==> src/design/rcd_pkg.sv <==
// Purpose: Shared constants and types of the reference clock divider
// Assumes: AXI4-Lite slave with 32-bit data, one aligned word per register
// Notes:   Divider select is {ctrl4[1], ctrl2[6], ctrl2[5]}
package rcd_pkg;

  localparam int             AXI_AW        = 8;
  localparam logic [7:0]     OFS_CTRL2     = 8'h00;
  localparam logic [7:0]     OFS_CTRL4     = 8'h04;
  localparam logic [7:0]     OFS_AUX       = 8'h08;
  localparam logic [7:0]     OFS_PINSEL    = 8'h0c;
  localparam logic [7:0]     OFS_STATUS    = 8'h10;

  localparam logic [1:0]     RESP_OKAY     = 2'h0;
  localparam logic [1:0]     RESP_SLVERR   = 2'h2;

  localparam int             CTRL2_SEL0    = 5;
  localparam int             CTRL2_SEL1    = 6;
  localparam int             CTRL4_SEL2    = 1;
  localparam int             AUX_REF_BIT   = 1;
  localparam int             AUX_IF_BIT    = 3;
  localparam int             PINSEL_REF    = 0;
  localparam int             PINSEL_IF     = 1;
  localparam int             STAT_INVALID  = 4;
  localparam int             STAT_CLK      = 5;

  localparam logic [7:0]     CTRL2_RST     = 8'h00;
  localparam logic [7:0]     CTRL4_RST     = 8'h00;
  localparam logic [7:0]     AUX_RST       = 8'h00;
  localparam logic [1:0]     PINSEL_RST    = 2'h0;

  // Internal clock and the data bit rate derived from it
  localparam int             INT_CLK_KHZ   = 2560;
  localparam int             BIT_RATE_BPS  = 10000;
  localparam int             BIT_DIV       = (INT_CLK_KHZ * 1000) / BIT_RATE_BPS;

  // Reference frequencies in kHz for each select code
  localparam int             REF0_KHZ      = 2560;
  localparam int             REF1_KHZ      = 5120;
  localparam int             REF2_KHZ      = 7680;
  localparam int             REF3_KHZ      = 10240;
  localparam int             REF4_KHZ      = 15360;
  localparam int             REF5_KHZ      = 20480;

  function automatic logic [3:0] rcd_ratio(input logic [2:0] sel);
    int khz;
    khz = REF0_KHZ;
    unique case (sel)
      3'h1:    khz = REF1_KHZ;
      3'h2:    khz = REF2_KHZ;
      3'h3:    khz = REF3_KHZ;
      3'h4:    khz = REF4_KHZ;
      3'h5:    khz = REF5_KHZ;
      default: khz = REF0_KHZ;
    endcase
    return 4'(khz / INT_CLK_KHZ);
  endfunction : rcd_ratio

  function automatic logic rcd_sel_invalid(input logic [2:0] sel);
    return (sel > 3'h5);
  endfunction : rcd_sel_invalid

  typedef struct packed {
    logic                    osc_prev;
    logic [3:0]              half_cnt;
    logic                    int_clk;
    logic                    int_tick;
  } rcd_div_s;

  localparam rcd_div_s       DIV_RST       = '0;

  typedef struct packed {
    logic                    aw_have;
    logic [AXI_AW-1:0]       aw_addr;
    logic                    w_have;
    logic [7:0]              w_data;
    logic                    w_strb0;
    logic                    bvalid;
    logic [1:0]              bresp;
    logic                    rvalid;
    logic [31:0]             rdata;
    logic [1:0]              rresp;
    logic [7:0]              ctrl2;
    logic [7:0]              ctrl4;
    logic [7:0]              aux;
    logic [1:0]              pinsel;
    logic [15:0]             bit_cnt;
    logic                    bit_tick;
    logic                    ref_pin;
    logic                    if_pin;
    logic                    osc_drv;
  } rcd_top_s;

  localparam rcd_top_s       TOP_RST       = '{ctrl2: CTRL2_RST, ctrl4: CTRL4_RST,
                                             aux: AUX_RST, pinsel: PINSEL_RST,
                                             default: '0};

endpackage : rcd_pkg

==> src/design/rcd_if.sv <==
// Purpose: Link between the register side and the edge divider
// Assumes: One clock domain
// Notes:   Ratio counts reference half periods per internal half period
`timescale 1ns/1ps
interface rcd_if;
  logic [3:0] ratio;
  logic       ref_level;
  logic       int_clk;
  logic       int_tick;

  modport ctl (output ratio, output ref_level, input int_clk, input int_tick);
  modport div (input ratio, input ref_level, output int_clk, output int_tick);
endinterface : rcd_if

==> src/design/rcd_divider.sv <==
// Purpose: Divide the sampled reference down to the 2.56 MHz internal clock
// Assumes: Reference sampled at clk is far below clk/2 (20.48 MHz at 250 MHz)
// Notes:   Ratio 1 passes the reference edges straight through
`timescale 1ns/1ps
module rcd_divider
(
  input  wire logic clk,
  input  wire logic nrst,
  rcd_if.div        dv
);

  rcd_pkg::rcd_div_s s_reg;
  rcd_pkg::rcd_div_s s_next;

  always_comb
  begin
    s_next          = s_reg;
    s_next.int_tick = 1'b0;
    s_next.osc_prev = dv.ref_level;
    if (dv.ref_level != s_reg.osc_prev)
    begin
      // Comparing with >= lets a ratio change mid-count settle at once
      if (s_reg.half_cnt + 4'h1 >= dv.ratio)
      begin
        s_next.half_cnt = 4'h0;
        s_next.int_clk  = ~s_reg.int_clk;
        s_next.int_tick = ~s_reg.int_clk;
      end
      else
      begin
        s_next.half_cnt = s_reg.half_cnt + 4'h1;
      end
    end
  end

  always_ff @(posedge clk or negedge nrst)
  begin
    if (!nrst)
      s_reg <= rcd_pkg::DIV_RST;
    else
      s_reg <= s_next;
  end

  assign dv.int_clk  = s_reg.int_clk;
  assign dv.int_tick = s_reg.int_tick;

endmodule : rcd_divider

==> src/design/rcd_top.sv <==
// Purpose: Reference clock divider with AXI4-Lite control registers
// Assumes: osc_in is synchronous to clk; one write and one read at a time
// Notes:   Pin outputs are registered, so they lag the internal clock by one cycle
//          A new select takes effect at once; the divider picks up at its next edge
//          Bit timing is only as accurate as the reference, by design
//
// How it works
// - Crystal references 2.56 to 10.24 MHz divided
// - External references 15.36, 20.48 MHz also divided
// - Reset selects 2.56 MHz, no division
// - Clock output pin 2.56 MHz unless pinsel bit 0 selects aux
// - Clock output pin may carry aux bit 1
// - Interface clock pin may carry aux bit 3
// - Low reset loads every default setting
// - Bit rate timing derived from divided clock
`timescale 1ns/1ps
module rcd_top
#(
  parameter int BIT_DIV = rcd_pkg::BIT_DIV
)
(
  input  wire logic                      clk,
  input  wire logic                      nrst,

  // Write address and write data channels
  input  wire logic [rcd_pkg::AXI_AW-1:0] s_axi_awaddr,
  input  wire logic [2:0]                s_axi_awprot,
  input  wire logic                      s_axi_awvalid,
  output logic                           s_axi_awready,
  input  wire logic [31:0]               s_axi_wdata,
  input  wire logic [3:0]                s_axi_wstrb,
  input  wire logic                      s_axi_wvalid,
  output logic                           s_axi_wready,

  // Write response channel
  output logic [1:0]                     s_axi_bresp,
  output logic                           s_axi_bvalid,
  input  wire logic                      s_axi_bready,

  // Read address and read data channels
  input  wire logic [rcd_pkg::AXI_AW-1:0] s_axi_araddr,
  input  wire logic [2:0]                s_axi_arprot,
  input  wire logic                      s_axi_arvalid,
  output logic                           s_axi_arready,
  output logic [31:0]                    s_axi_rdata,
  output logic [1:0]                     s_axi_rresp,
  output logic                           s_axi_rvalid,
  input  wire logic                      s_axi_rready,

  // Reference oscillator pins
  input  wire logic                      osc_in,
  output logic                           osc_out,

  // Clock pins, output port and timing pulses
  output logic                           ref_clock_out,
  output logic                           if_clock_out,
  output logic [7:0]                     aux_output_port,
  output logic                           int_clk_tick,
  output logic                           bit_rate_tick
);

  rcd_pkg::rcd_top_s s_reg;
  rcd_pkg::rcd_top_s s_next;
  rcd_if             dv ();
  // Select code is {ctrl4 bit 1, ctrl2 bit 6, ctrl2 bit 5}
  logic [2:0]        div_sel;

  // Edge counter that makes the internal clock from the sampled reference
  rcd_divider u_div
  (
    .clk  (clk),
    .nrst (nrst),
    .dv   (dv.div)
  );

  assign div_sel      = {s_reg.ctrl4[rcd_pkg::CTRL4_SEL2],
                         s_reg.ctrl2[rcd_pkg::CTRL2_SEL1],
                         s_reg.ctrl2[rcd_pkg::CTRL2_SEL0]};
  assign dv.ratio     = rcd_pkg::rcd_ratio(div_sel);
  assign dv.ref_level = osc_in;

  localparam int AXI_AW_F = rcd_pkg::AXI_AW;

  // Registers are whole words, so the two low address bits are ignored
  function automatic logic [AXI_AW_F-1:0] word_addr(input logic [AXI_AW_F-1:0] a);
    return {a[AXI_AW_F-1:2], 2'b00};
  endfunction : word_addr

  always_comb
  begin
    s_next          = s_reg;
    s_next.bit_tick = 1'b0;

    // Address and data are captured on their own, in either order
    if (!s_reg.aw_have && s_axi_awvalid)
    begin
      s_next.aw_have = 1'b1;
      s_next.aw_addr = s_axi_awaddr;
    end
    if (!s_reg.w_have && s_axi_wvalid)
    begin
      s_next.w_have  = 1'b1;
      s_next.w_data  = s_axi_wdata[7:0];
      s_next.w_strb0 = s_axi_wstrb[0];
    end
    if (s_reg.bvalid && s_axi_bready)
      s_next.bvalid = 1'b0;

    // A write commits only once address and data are both held
    // A pending response holds the commit back, so responses never merge
    if (s_reg.aw_have && s_reg.w_have && !s_reg.bvalid)
    begin
      s_next.aw_have = 1'b0;
      s_next.w_have  = 1'b0;
      s_next.bvalid  = 1'b1;
      s_next.bresp   = rcd_pkg::RESP_OKAY;
      unique case (word_addr(s_reg.aw_addr))
        rcd_pkg::OFS_CTRL2:
          if (s_reg.w_strb0)
            s_next.ctrl2 = s_reg.w_data;
        rcd_pkg::OFS_CTRL4:
          if (s_reg.w_strb0)
            s_next.ctrl4 = s_reg.w_data;
        rcd_pkg::OFS_AUX:
          if (s_reg.w_strb0)
            s_next.aux = s_reg.w_data;
        rcd_pkg::OFS_PINSEL:
          if (s_reg.w_strb0)
            s_next.pinsel = s_reg.w_data[1:0];
        rcd_pkg::OFS_STATUS:
          // Status is read-only: the write is accepted and dropped
          s_next.bresp = rcd_pkg::RESP_OKAY;
        default:
          s_next.bresp = rcd_pkg::RESP_SLVERR;
      endcase
    end

    // A read is answered from the registers as they stand when it is taken
    if (s_reg.rvalid && s_axi_rready)
      s_next.rvalid = 1'b0;
    if (!s_reg.rvalid && s_axi_arvalid)
    begin
      s_next.rvalid = 1'b1;
      s_next.rresp  = rcd_pkg::RESP_OKAY;
      s_next.rdata  = 32'h0000_0000;
      unique case (word_addr(s_axi_araddr))
        rcd_pkg::OFS_CTRL2:
          s_next.rdata[7:0] = s_reg.ctrl2;
        rcd_pkg::OFS_CTRL4:
          s_next.rdata[7:0] = s_reg.ctrl4;
        rcd_pkg::OFS_AUX:
          s_next.rdata[7:0] = s_reg.aux;
        rcd_pkg::OFS_PINSEL:
          s_next.rdata[1:0] = s_reg.pinsel;
        rcd_pkg::OFS_STATUS:
        begin
          s_next.rdata[3:0]                   = dv.ratio;
          s_next.rdata[rcd_pkg::STAT_INVALID] = rcd_pkg::rcd_sel_invalid(div_sel);
          s_next.rdata[rcd_pkg::STAT_CLK]     = dv.int_clk;
        end
        default:
          // Unmapped reads give zero data with an error response
          s_next.rresp = rcd_pkg::RESP_SLVERR;
      endcase
    end

    // Bit timing counts internal clock periods, so it inherits reference accuracy
    // A select change mid-bit disturbs only the bit in which it falls
    if (dv.int_tick)
    begin
      if (s_reg.bit_cnt >= 16'(BIT_DIV - 1))
      begin
        s_next.bit_cnt  = 16'h0000;
        s_next.bit_tick = 1'b1;
      end
      else
      begin
        s_next.bit_cnt = s_reg.bit_cnt + 16'h0001;
      end
    end

    // Pins are registered so a select change cannot glitch them
    if (s_reg.pinsel[rcd_pkg::PINSEL_REF])
      s_next.ref_pin = s_reg.aux[rcd_pkg::AUX_REF_BIT];
    else
      s_next.ref_pin = dv.int_clk;
    if (s_reg.pinsel[rcd_pkg::PINSEL_IF])
      s_next.if_pin = s_reg.aux[rcd_pkg::AUX_IF_BIT];
    else
      s_next.if_pin = dv.int_clk;

    // Crystal drive is the inverted input, as an inverting amplifier gives
    s_next.osc_drv = ~osc_in;
  end

  always_ff @(posedge clk or negedge nrst)
  begin
    if (!nrst)
    begin
      s_reg <= rcd_pkg::TOP_RST;
    end
    else
    begin
      s_reg <= s_next;
    end
  end

  // Handshake outputs come straight from the holding flags
  assign s_axi_awready   = !s_reg.aw_have;
  assign s_axi_wready    = !s_reg.w_have;
  assign s_axi_bvalid    = s_reg.bvalid;
  assign s_axi_bresp     = s_reg.bresp;
  assign s_axi_arready   = !s_reg.rvalid;
  assign s_axi_rvalid    = s_reg.rvalid;
  assign s_axi_rdata     = s_reg.rdata;
  assign s_axi_rresp     = s_reg.rresp;

  // Pins and pulses, all from flip-flops
  assign osc_out         = s_reg.osc_drv;
  assign ref_clock_out   = s_reg.ref_pin;
  assign if_clock_out    = s_reg.if_pin;
  assign aux_output_port = s_reg.aux;
  assign int_clk_tick    = dv.int_tick;
  assign bit_rate_tick   = s_reg.bit_tick;

endmodule : rcd_top

==> config.mk <==
export PLATFORM = sky130hd
export DESIGN_NAME = rcd_top
export DESIGN_NICKNAME = d
export VERILOG_FILES = /design/src/design/rcd_pkg.sv /design/src/design/rcd_if.sv /design/src/design/rcd_divider.sv /design/src/design/rcd_top.sv
export SDC_FILE = /design/constraint.sdc
export NUM_CORES = 1
export LEC_CHECK = 0
export ABC_AREA = 1
export BUFFER_PORTS_ARGS = -buffer_cell sky130_fd_sc_hd__buf_4
export CORE_ASPECT_RATIO = 0.7
export CORE_UTILIZATION = 57
export DETAILED_ROUTE_END_ITERATION = 7
export PLACE_DENSITY = 0.95
export REMOVE_ABC_BUFFERS = 1
export SLEW_MARGIN = 30
export SYNTH_ARGS = -nofsm -noshare
export SYNTH_HDL_FRONTEND = slang
export SYNTH_SLANG_ARGS = --single-unit
==> constraint.sdc <==
create_clock -name clk -period 4.66 [get_ports clk]
set_clock_uncertainty 0.2 [all_clocks]
set_input_delay 0.932 -clock clk [delete_from_list [all_inputs] [get_ports clk]]
set_output_delay 0.932 -clock clk [all_outputs]
set_load 0.005 [all_outputs]
==> results_dict.tcl, run 1 <==
set metrics [dict create \
    start_kind "flop" \
    cap_violations 0 \
    cts_root_buf "clkbuf_8" \
    cts-htree-levels 3 \
    mostFrequentLayoutCell "dfrtp_1" \
    netlist-cell-type-count 50 \
    yosys_register_bits 82 \
    status "finished, final reports clean" \
    drt_iter0_drc 174 \
    crit_chain "inv_2, ha_1, nand2_4, inv_2, nor2_8, a21oi_1, ha_1, inv_1, nand2_4, nand2_1, nand2_1, nand2_1, inv_1, nand3_2, inv_1, ha_1, inv_1, nor2_1, o211ai_1, nand3_1, a21oi_1, inv_1, o21ai_0" \
    drt-total-wl_um 8260 \
    routed_via_density 5.18 \
    gp_congestion 0.793 \
    synth.yosys.seq_area_share_pct 47.8 \
    r2r_slack_ns 0.98 \
    critical_path.top_delay_family "adder cells" \
    nets 579 \
    largest_register_ffs 48 \
    grt_max_degree 83 \
    wl_met3_um 510 \
    path_depth 23 \
    die_x_um 106 \
    areaGrowthSynthToFinish_pct 9.86 \
    crit_path_frequent_cell "inv_1" \
    regToRegStartpoint "div_sel[1]$_DFFE_PN0P_" \
    grt-ovfl-total 0 \
    worst_slew_pin_slew_ns 0.716 \
    slew_headroom_pct 52.3 \
    clkTransAtPathRegs_ns 0.08 \
    rsz0062_at_grt "false" \
    worst-r2r-cell-count 23 \
    synth-edff-count 0 \
    grtUsageTotal_pct 22.9 \
    yosys_warnings 0 \
    synth_top_area_share_pct 47.8 \
    cp_slowest_cell "dfrtp_1" \
    grt_pass1_wl_um 13600 \
    numCtsBuffers 9 \
    placementRows 26 \
    core-area_mm2 0.00729 \
    critPathArrivalTime_ns 3.75 \
    n_antenna_cell 0 \
    cp_slowest_stage_delay_ns 0.50 \
    io_pins 120 \
    endpoint "u_div.s_reg[4]$_DFFE_PN0P_" \
    synthArstFlopShare_pct 100 \
    ctsResizeCount 0 \
    dieArea_mm2 0.00788 \
    cp_max_fo 8 \
    yosys.area.top_type "dfrtp_1" \
    hold_violations 0 \
    fmax_mhz 272 \
    synth_area_per_cell_um2 9.31 \
    first_global_vias 2981 \
    start_util_pct 58.9 \
    powerDensity_mw_per_mm2 517 \
    die_y_um 74.6 \
    setup_viol_count_final 0 \
    p_leak_nw 2.35 \
    postRouteAntennaNets 0 \
    crit_start "div_sel[1]$_DFFE_PN0P_" \
    clock_sinks 82 \
    clock_latency_ns 0.35 \
    path_class "reg -> reg" \
    synth_area_leaders "dfrtp_1 48%, buf_4 7.7%, nand2_1 6.4%, inv_1 4.5%, ha_1 3.5%" \
    end_kind "flop" \
    layout_common_cells "82 x dfrtp_1, 73 x nand2_1, 55 x buf_4" \
    hold_path.class "reg -> reg" \
    syn_area_mm2 0.00429 \
    post-dp-hpwl_um 6010 \
    tns_ns 0 \
    place_ws_ns 1.06 \
    dr_wl_met2_um 4010 \
    hold_buffers 0 \
    routedWlPerCell_um 13.7 \
    fin_crit_ns 3.68 \
    finalPower_w 0.00244 \
    setup_ws_ns 0.978 \
    hold_depth 1 \
    required_ns 4.73 \
    synthCells 461 \
    synth_flop_cell "dfrtp_1" \
    num_vias 3122 \
    layout-drive-gt1-share_pct 24.4 \
    clock_path_buffers 2 \
    period_share_pct 79.0 \
    drcViolationCount 0 \
    path_buf_inv 7 \
    r2r_end "u_div.s_reg[4]$_DFFE_PN0P_" \
    top_layer_used "met4" \
    dr.pass1.iters 4 \
    antenna_found_initial 0 \
    tritoncts "yes" \
    io_buffers 56 \
    peakVddDrop_mv 0.322 \
    cts_setup_buffers 0 \
    drt-met1-wl_um 3570 \
    slew_violations 0 \
]
-- layer usage --
| metal | track usage [%] | vias to the layer above |
|---|---|---|
| met2 | 38.6 | 95 |
| met1 | 28.3 | 1500 |
| met4 | 7.10 | 0 |
| li1 | - | 1512 |
| met3 | 7.89 | 15 |
| met5 | 0 | - |
-- cell usage after synthesis, types with 4 or more instances --
master    number
nand2_2        6
nor3_1         4
mux2_2         5
nand3_2        5
o21ai_2       17
inv_1         51
a221oi_1       4
buf_6          4
xor2_1         4
buf_4         44
o21ai_0       13
a21oi_1       20
o21ai_1       13
nor2_1        38
nand3_1       16
inv_2          4
nor3_2         4
nand2_1       73
nand4_1        4
dfrtp_1       82
ha_1          12
-- where the power goes --
group | internal (W) | leakage (nW) | total, W | switching (W)
clock | 0.000244 | 0.0921 | 0.000488 | 0.000244
sequential | 0.000930 | 1.06 | 0.00111 | 0.000181
combinational | 0.000344 | 1.19 | 0.000837 | 0.000493
-- layout make-up --
cell class,instances,area [um2]
Inverter,56,213
Tap cell,98,123
Multi-Input combinational cell,296,1720
Fill cell,577,2570
Clock buffer,10,128
Sequential cell,82,2050
Clock inverter,5,56.3
Timing Repair Buffer,56,424
-- worst register-to-register path: stages, from the launching register on --
cell	delay (ns)
dfrtp_1	0.50
inv_2	0.12
ha_1	0.36
nand2_4	0.10
inv_2	0.10
nor2_8	0.05
a21oi_1	0.22
ha_1	0.24
inv_1	0.08
nand2_4	0.09
nand2_1	0.06
nand2_1	0.05
nand2_1	0.04
inv_1	0.06
nand3_2	0.08
inv_1	0.08
ha_1	0.24
inv_1	0.06
nor2_1	0.05
o211ai_1	0.23
nand3_1	0.16
a21oi_1	0.23
inv_1	0.08
o21ai_0	0.14
-- per-stage QoR --
| step | hold slack, ns | cell area [um2] | utilization [%] | std cells |
|---|---|---|---|---|
| 6_report | 0.229 | 4710 | 64.7 | 603 |
| 5_1_grt | 0.245 | 4710 | 64.7 | 603 |
| 4_1_cts | 0.225 | 4710 | 64.6 | 603 |
| 3_5_place_dp | 0.224 | 4530 | 62.1 | 588 |
| 3_3_place_gp | 0.215 | 4530 | 62.1 | 588 |
| 2_1_floorplan | 0.203 | 3980 | - | 434 |
-- worst min path at each step --
stage	from	endpoint	slack, ns
finish	u_div.dv.int_clk$_DFFE_PN0P_	u_div.dv.int_tick$_DFF_PN0_	0.23
global route	u_div.dv.int_clk$_DFFE_PN0P_	u_div.dv.int_tick$_DFF_PN0_	0.25
CTS	u_div.dv.int_clk$_DFFE_PN0P_	u_div.dv.int_tick$_DFF_PN0_	0.23
detailed placement	u_div.dv.int_clk$_DFFE_PN0P_	u_div.dv.int_tick$_DFF_PN0_	0.22
global placement	u_div.dv.int_clk$_DFFE_PN0P_	u_div.dv.int_tick$_DFF_PN0_	0.22
floorplan	u_div.dv.int_clk$_DFFE_PN0P_	u_div.dv.int_tick$_DFF_PN0_	0.20
-- cells by family after synthesis --
family	Yosys count	synth area share, %
and+or+nand+nor	163	18.9
xor gates and xnor gates	5	1.02
DFF	82	47.8
AOI/OAI and AO/OA	85	13.0
adders and majority gates	12	3.50
muxes	5	1.31
other	1	0.0874
buffers and inverters	108	14.3
No activity file was read; power rests on OpenSTA's default activity.
==> run 2: changes to the inputs <==
- CORE_UTILIZATION: 57 -> 47
- PLACE_DENSITY: 0.95 -> 0.87
- clock period: 4.66 -> 3.2 ns (I/O delays scaled with it)
==> run 2 against run 1 <==
  * Final area grew 7.6%
  * Critical path type unchanged
  * Flip-flop and latch count unchanged
  * Global-route usage is 2.0 points lower
  * Critical endpoint is now u_div.s_reg[2]$_DFFE_PN0P_
==> results_dict.tcl, run 2 (synthesis results as in run 1) <==
set metrics [dict create \
    status "finished, final reports clean" \
    io_buffers 56 \
    numCtsBuffers 9 \
    path_class "reg -> reg" \
    clock_latency_ns 0.34 \
    switching_share_pct 36.4 \
    grt_pass1_wl_um 14800 \
    mostFrequentLayoutCell "dfrtp_1" \
    slew_headroom_pct 51.6 \
    worst_slew_pin_slew_ns 0.726 \
    largest_register_ffs 48 \
    grt_max_degree 83 \
    grt-ovfl-total 0 \
    hold_path.class "in -> async" \
    clkTransAtPathRegs_ns 0.06 \
    die_y_um 81.9 \
    dieArea_mm2 0.00952 \
    post-dp-hpwl_um 6380 \
    hold_violations 0 \
    dp_cells 616 \
    dr.pass1.iters 5 \
    die_x_um 116 \
    start_kind "flop" \
    gp_congestion 0.836 \
    n_antenna_cell 0 \
    cp_slowest_stage_delay_ns 0.40 \
    final_cells 643 \
    seq_power_share_pct 38.7 \
    top_layer_used "met4" \
    areaGrowthSynthToFinish_pct 18.2 \
    routed_via_density 5.07 \
    drt-met1-wl_um 3840 \
    powerDensity_mw_per_mm2 825 \
    antenna_found_initial 0 \
    crit_path_frequent_cell "inv_2" \
    clock_path_buffers 2 \
    start_util_pct 49.6 \
    layout_common_cells "80 x dfrtp_1, 72 x nand2_1, 69 x buf_4" \
    wl_met3_um 572 \
    drcViolationCount 0 \
    cts-htree-levels 3 \
    p_clk_share_pct 24.8 \
    hold_slack_ns 0.115 \
    clock_sinks 82 \
    drt_iter0_drc 288 \
    num_vias 3260 \
    cap_violations 0 \
    p_leak_nw 2.50 \
    placementRows 28 \
    layout-drive-gt1-share_pct 30.2 \
    nets 596 \
    end_kind "flop" \
    cp_slowest_cell "dfrtp_1" \
    postRouteAntennaNets 0 \
    hold_buffers 0 \
    internal-power_w 0.00266 \
    drt-total-wl_um 9310 \
    crit_chain "inv_2, ha_4, nand2_4, buf_6, a21oi_4, ha_2, inv_2, nand2_4, nand2_1, nand3_2, nand3_2, inv_2, ha_4, inv_2, nor2_1, o211ai_1, nand3_1, a21oi_2, inv_2, o21ai_2" \
    grtUsageTotal_pct 20.8 \
    required_ns 3.26 \
    fin_crit_ns 3.11 \
    cts_root_buf "clkbuf_16" \
    io_pins 120 \
    combPwrFrac_pct 36.5 \
    setup_viol_count_final 0 \
    tritoncts "yes" \
    dr_wl_met2_um 4670 \
    power.switching_w 0.00153 \
    period_share_pct 97.1 \
    fmax_mhz 322 \
    cp_max_fo 5 \
    routedWlPerCell_um 14.5 \
    slew_violations 0 \
    critPathArrivalTime_ns 3.17 \
    first_global_vias 3158 \
    rsz0062_at_grt "true" \
    core-area_mm2 0.00865 \
    peakVddDrop_mv 0.436 \
]
-- run 2: cell count changes in the layout (fill, tap and decap cells not counted), sizes merged --
cell / previous run / this run
buf: 56 / 73
clkbuf: 10 / 11
clkinv: 3 / 2
inv: 56 / 57
-- run 2: path summary, 6_finish.rpt --
path	start	end	slack, ns	cells after the start
min in group clk	osc_in	u_div.s_reg[6]$_DFF_PN0_	0.22	1
worst min register to register	u_div.dv.int_clk$_DFFE_PN0P_	u_div.dv.int_tick$_DFF_PN0_	0.23	1
max in group asynchronous	nrst	s_axi_rdata[2]$_DFFE_PN0P_	2.15	1
worst max register to register	div_sel[1]$_DFFE_PN0P_	u_div.s_reg[2]$_DFFE_PN0P_	0.09	20
worst min-delay path	nrst	s_reg[101]$_DFFE_PN0P_	0.12	1
worst max-delay path	div_sel[1]$_DFFE_PN0P_	u_div.s_reg[2]$_DFFE_PN0P_	0.09	20
-- run 2: layer usage --
layer / vias to the layer above / track usage (%)
met2: 140 / 36.0
met3: 21 / 4.94
met5: - / 0
met1: 1548 / 25.2
li1: 1551 / -
met4: 0 / 8.72
-- run 2: metrics by stage --
stage | util (%) | area (um2) | setup TNS, ns | setup slack, ns | total power (W)
after detailed placement | 53.1 | 4600 | -0.206 | -0.106 | 0.00290
after global routing | 58.6 | 5070 | -0.136 | -0.0534 | 0.00445
after CTS | 57.1 | 4940 | 0 | 0.0180 | 0.00398
after floorplan | - | 3980 | 0 | 0.0985 | 0.00241
after global placement | 53.1 | 4600 | 0 | 0.0161 | 0.00280
final | 58.6 | 5070 | 0 | 0.0916 | 0.00419
-- run 2: power groups by stage --
stage	combinational (W)	sequential [W]	clock, W
floorplan	0.000839	0.00158	0
global placement	0.00121	0.00159	0
detailed placement	0.00128	0.00162	0
CTS	0.00132	0.00161	0.00105
global route	0.00169	0.00166	0.00110
finish	0.00153	0.00162	0.00104
-- run 2: what timing repair did --
item	CTS	global route
pin swaps	1	13
endpoints found under the hold margin	0	0
setup endpoints to repair	4	6
gates resized for setup	8	17
setup buffers	0	11
-- run 2: cell type report --
| type | instances | area, um2 |
|---|---|---|
| Fill cell | 692 | 3580 |
| Sequential cell | 82 | 2050 |
| Multi-Input combinational cell | 296 | 1790 |
| Timing Repair Buffer | 73 | 563 |
| Clock buffer | 11 | 243 |
| Inverter | 56 | 213 |
| Tap cell | 120 | 150 |
| Clock inverter | 5 | 62.6 |
-- run 2: worst max-delay path, delay by kind of cell (launching register included) --
family / cells / cell delay, ns
adders and majority gates: 3 / 0.69
DFF: 1 / 0.40
and+or+nand+nor: 7 / 0.63
AOI/OAI and AO/OA: 4 / 0.64
buffers and inverters: 6 / 0.46
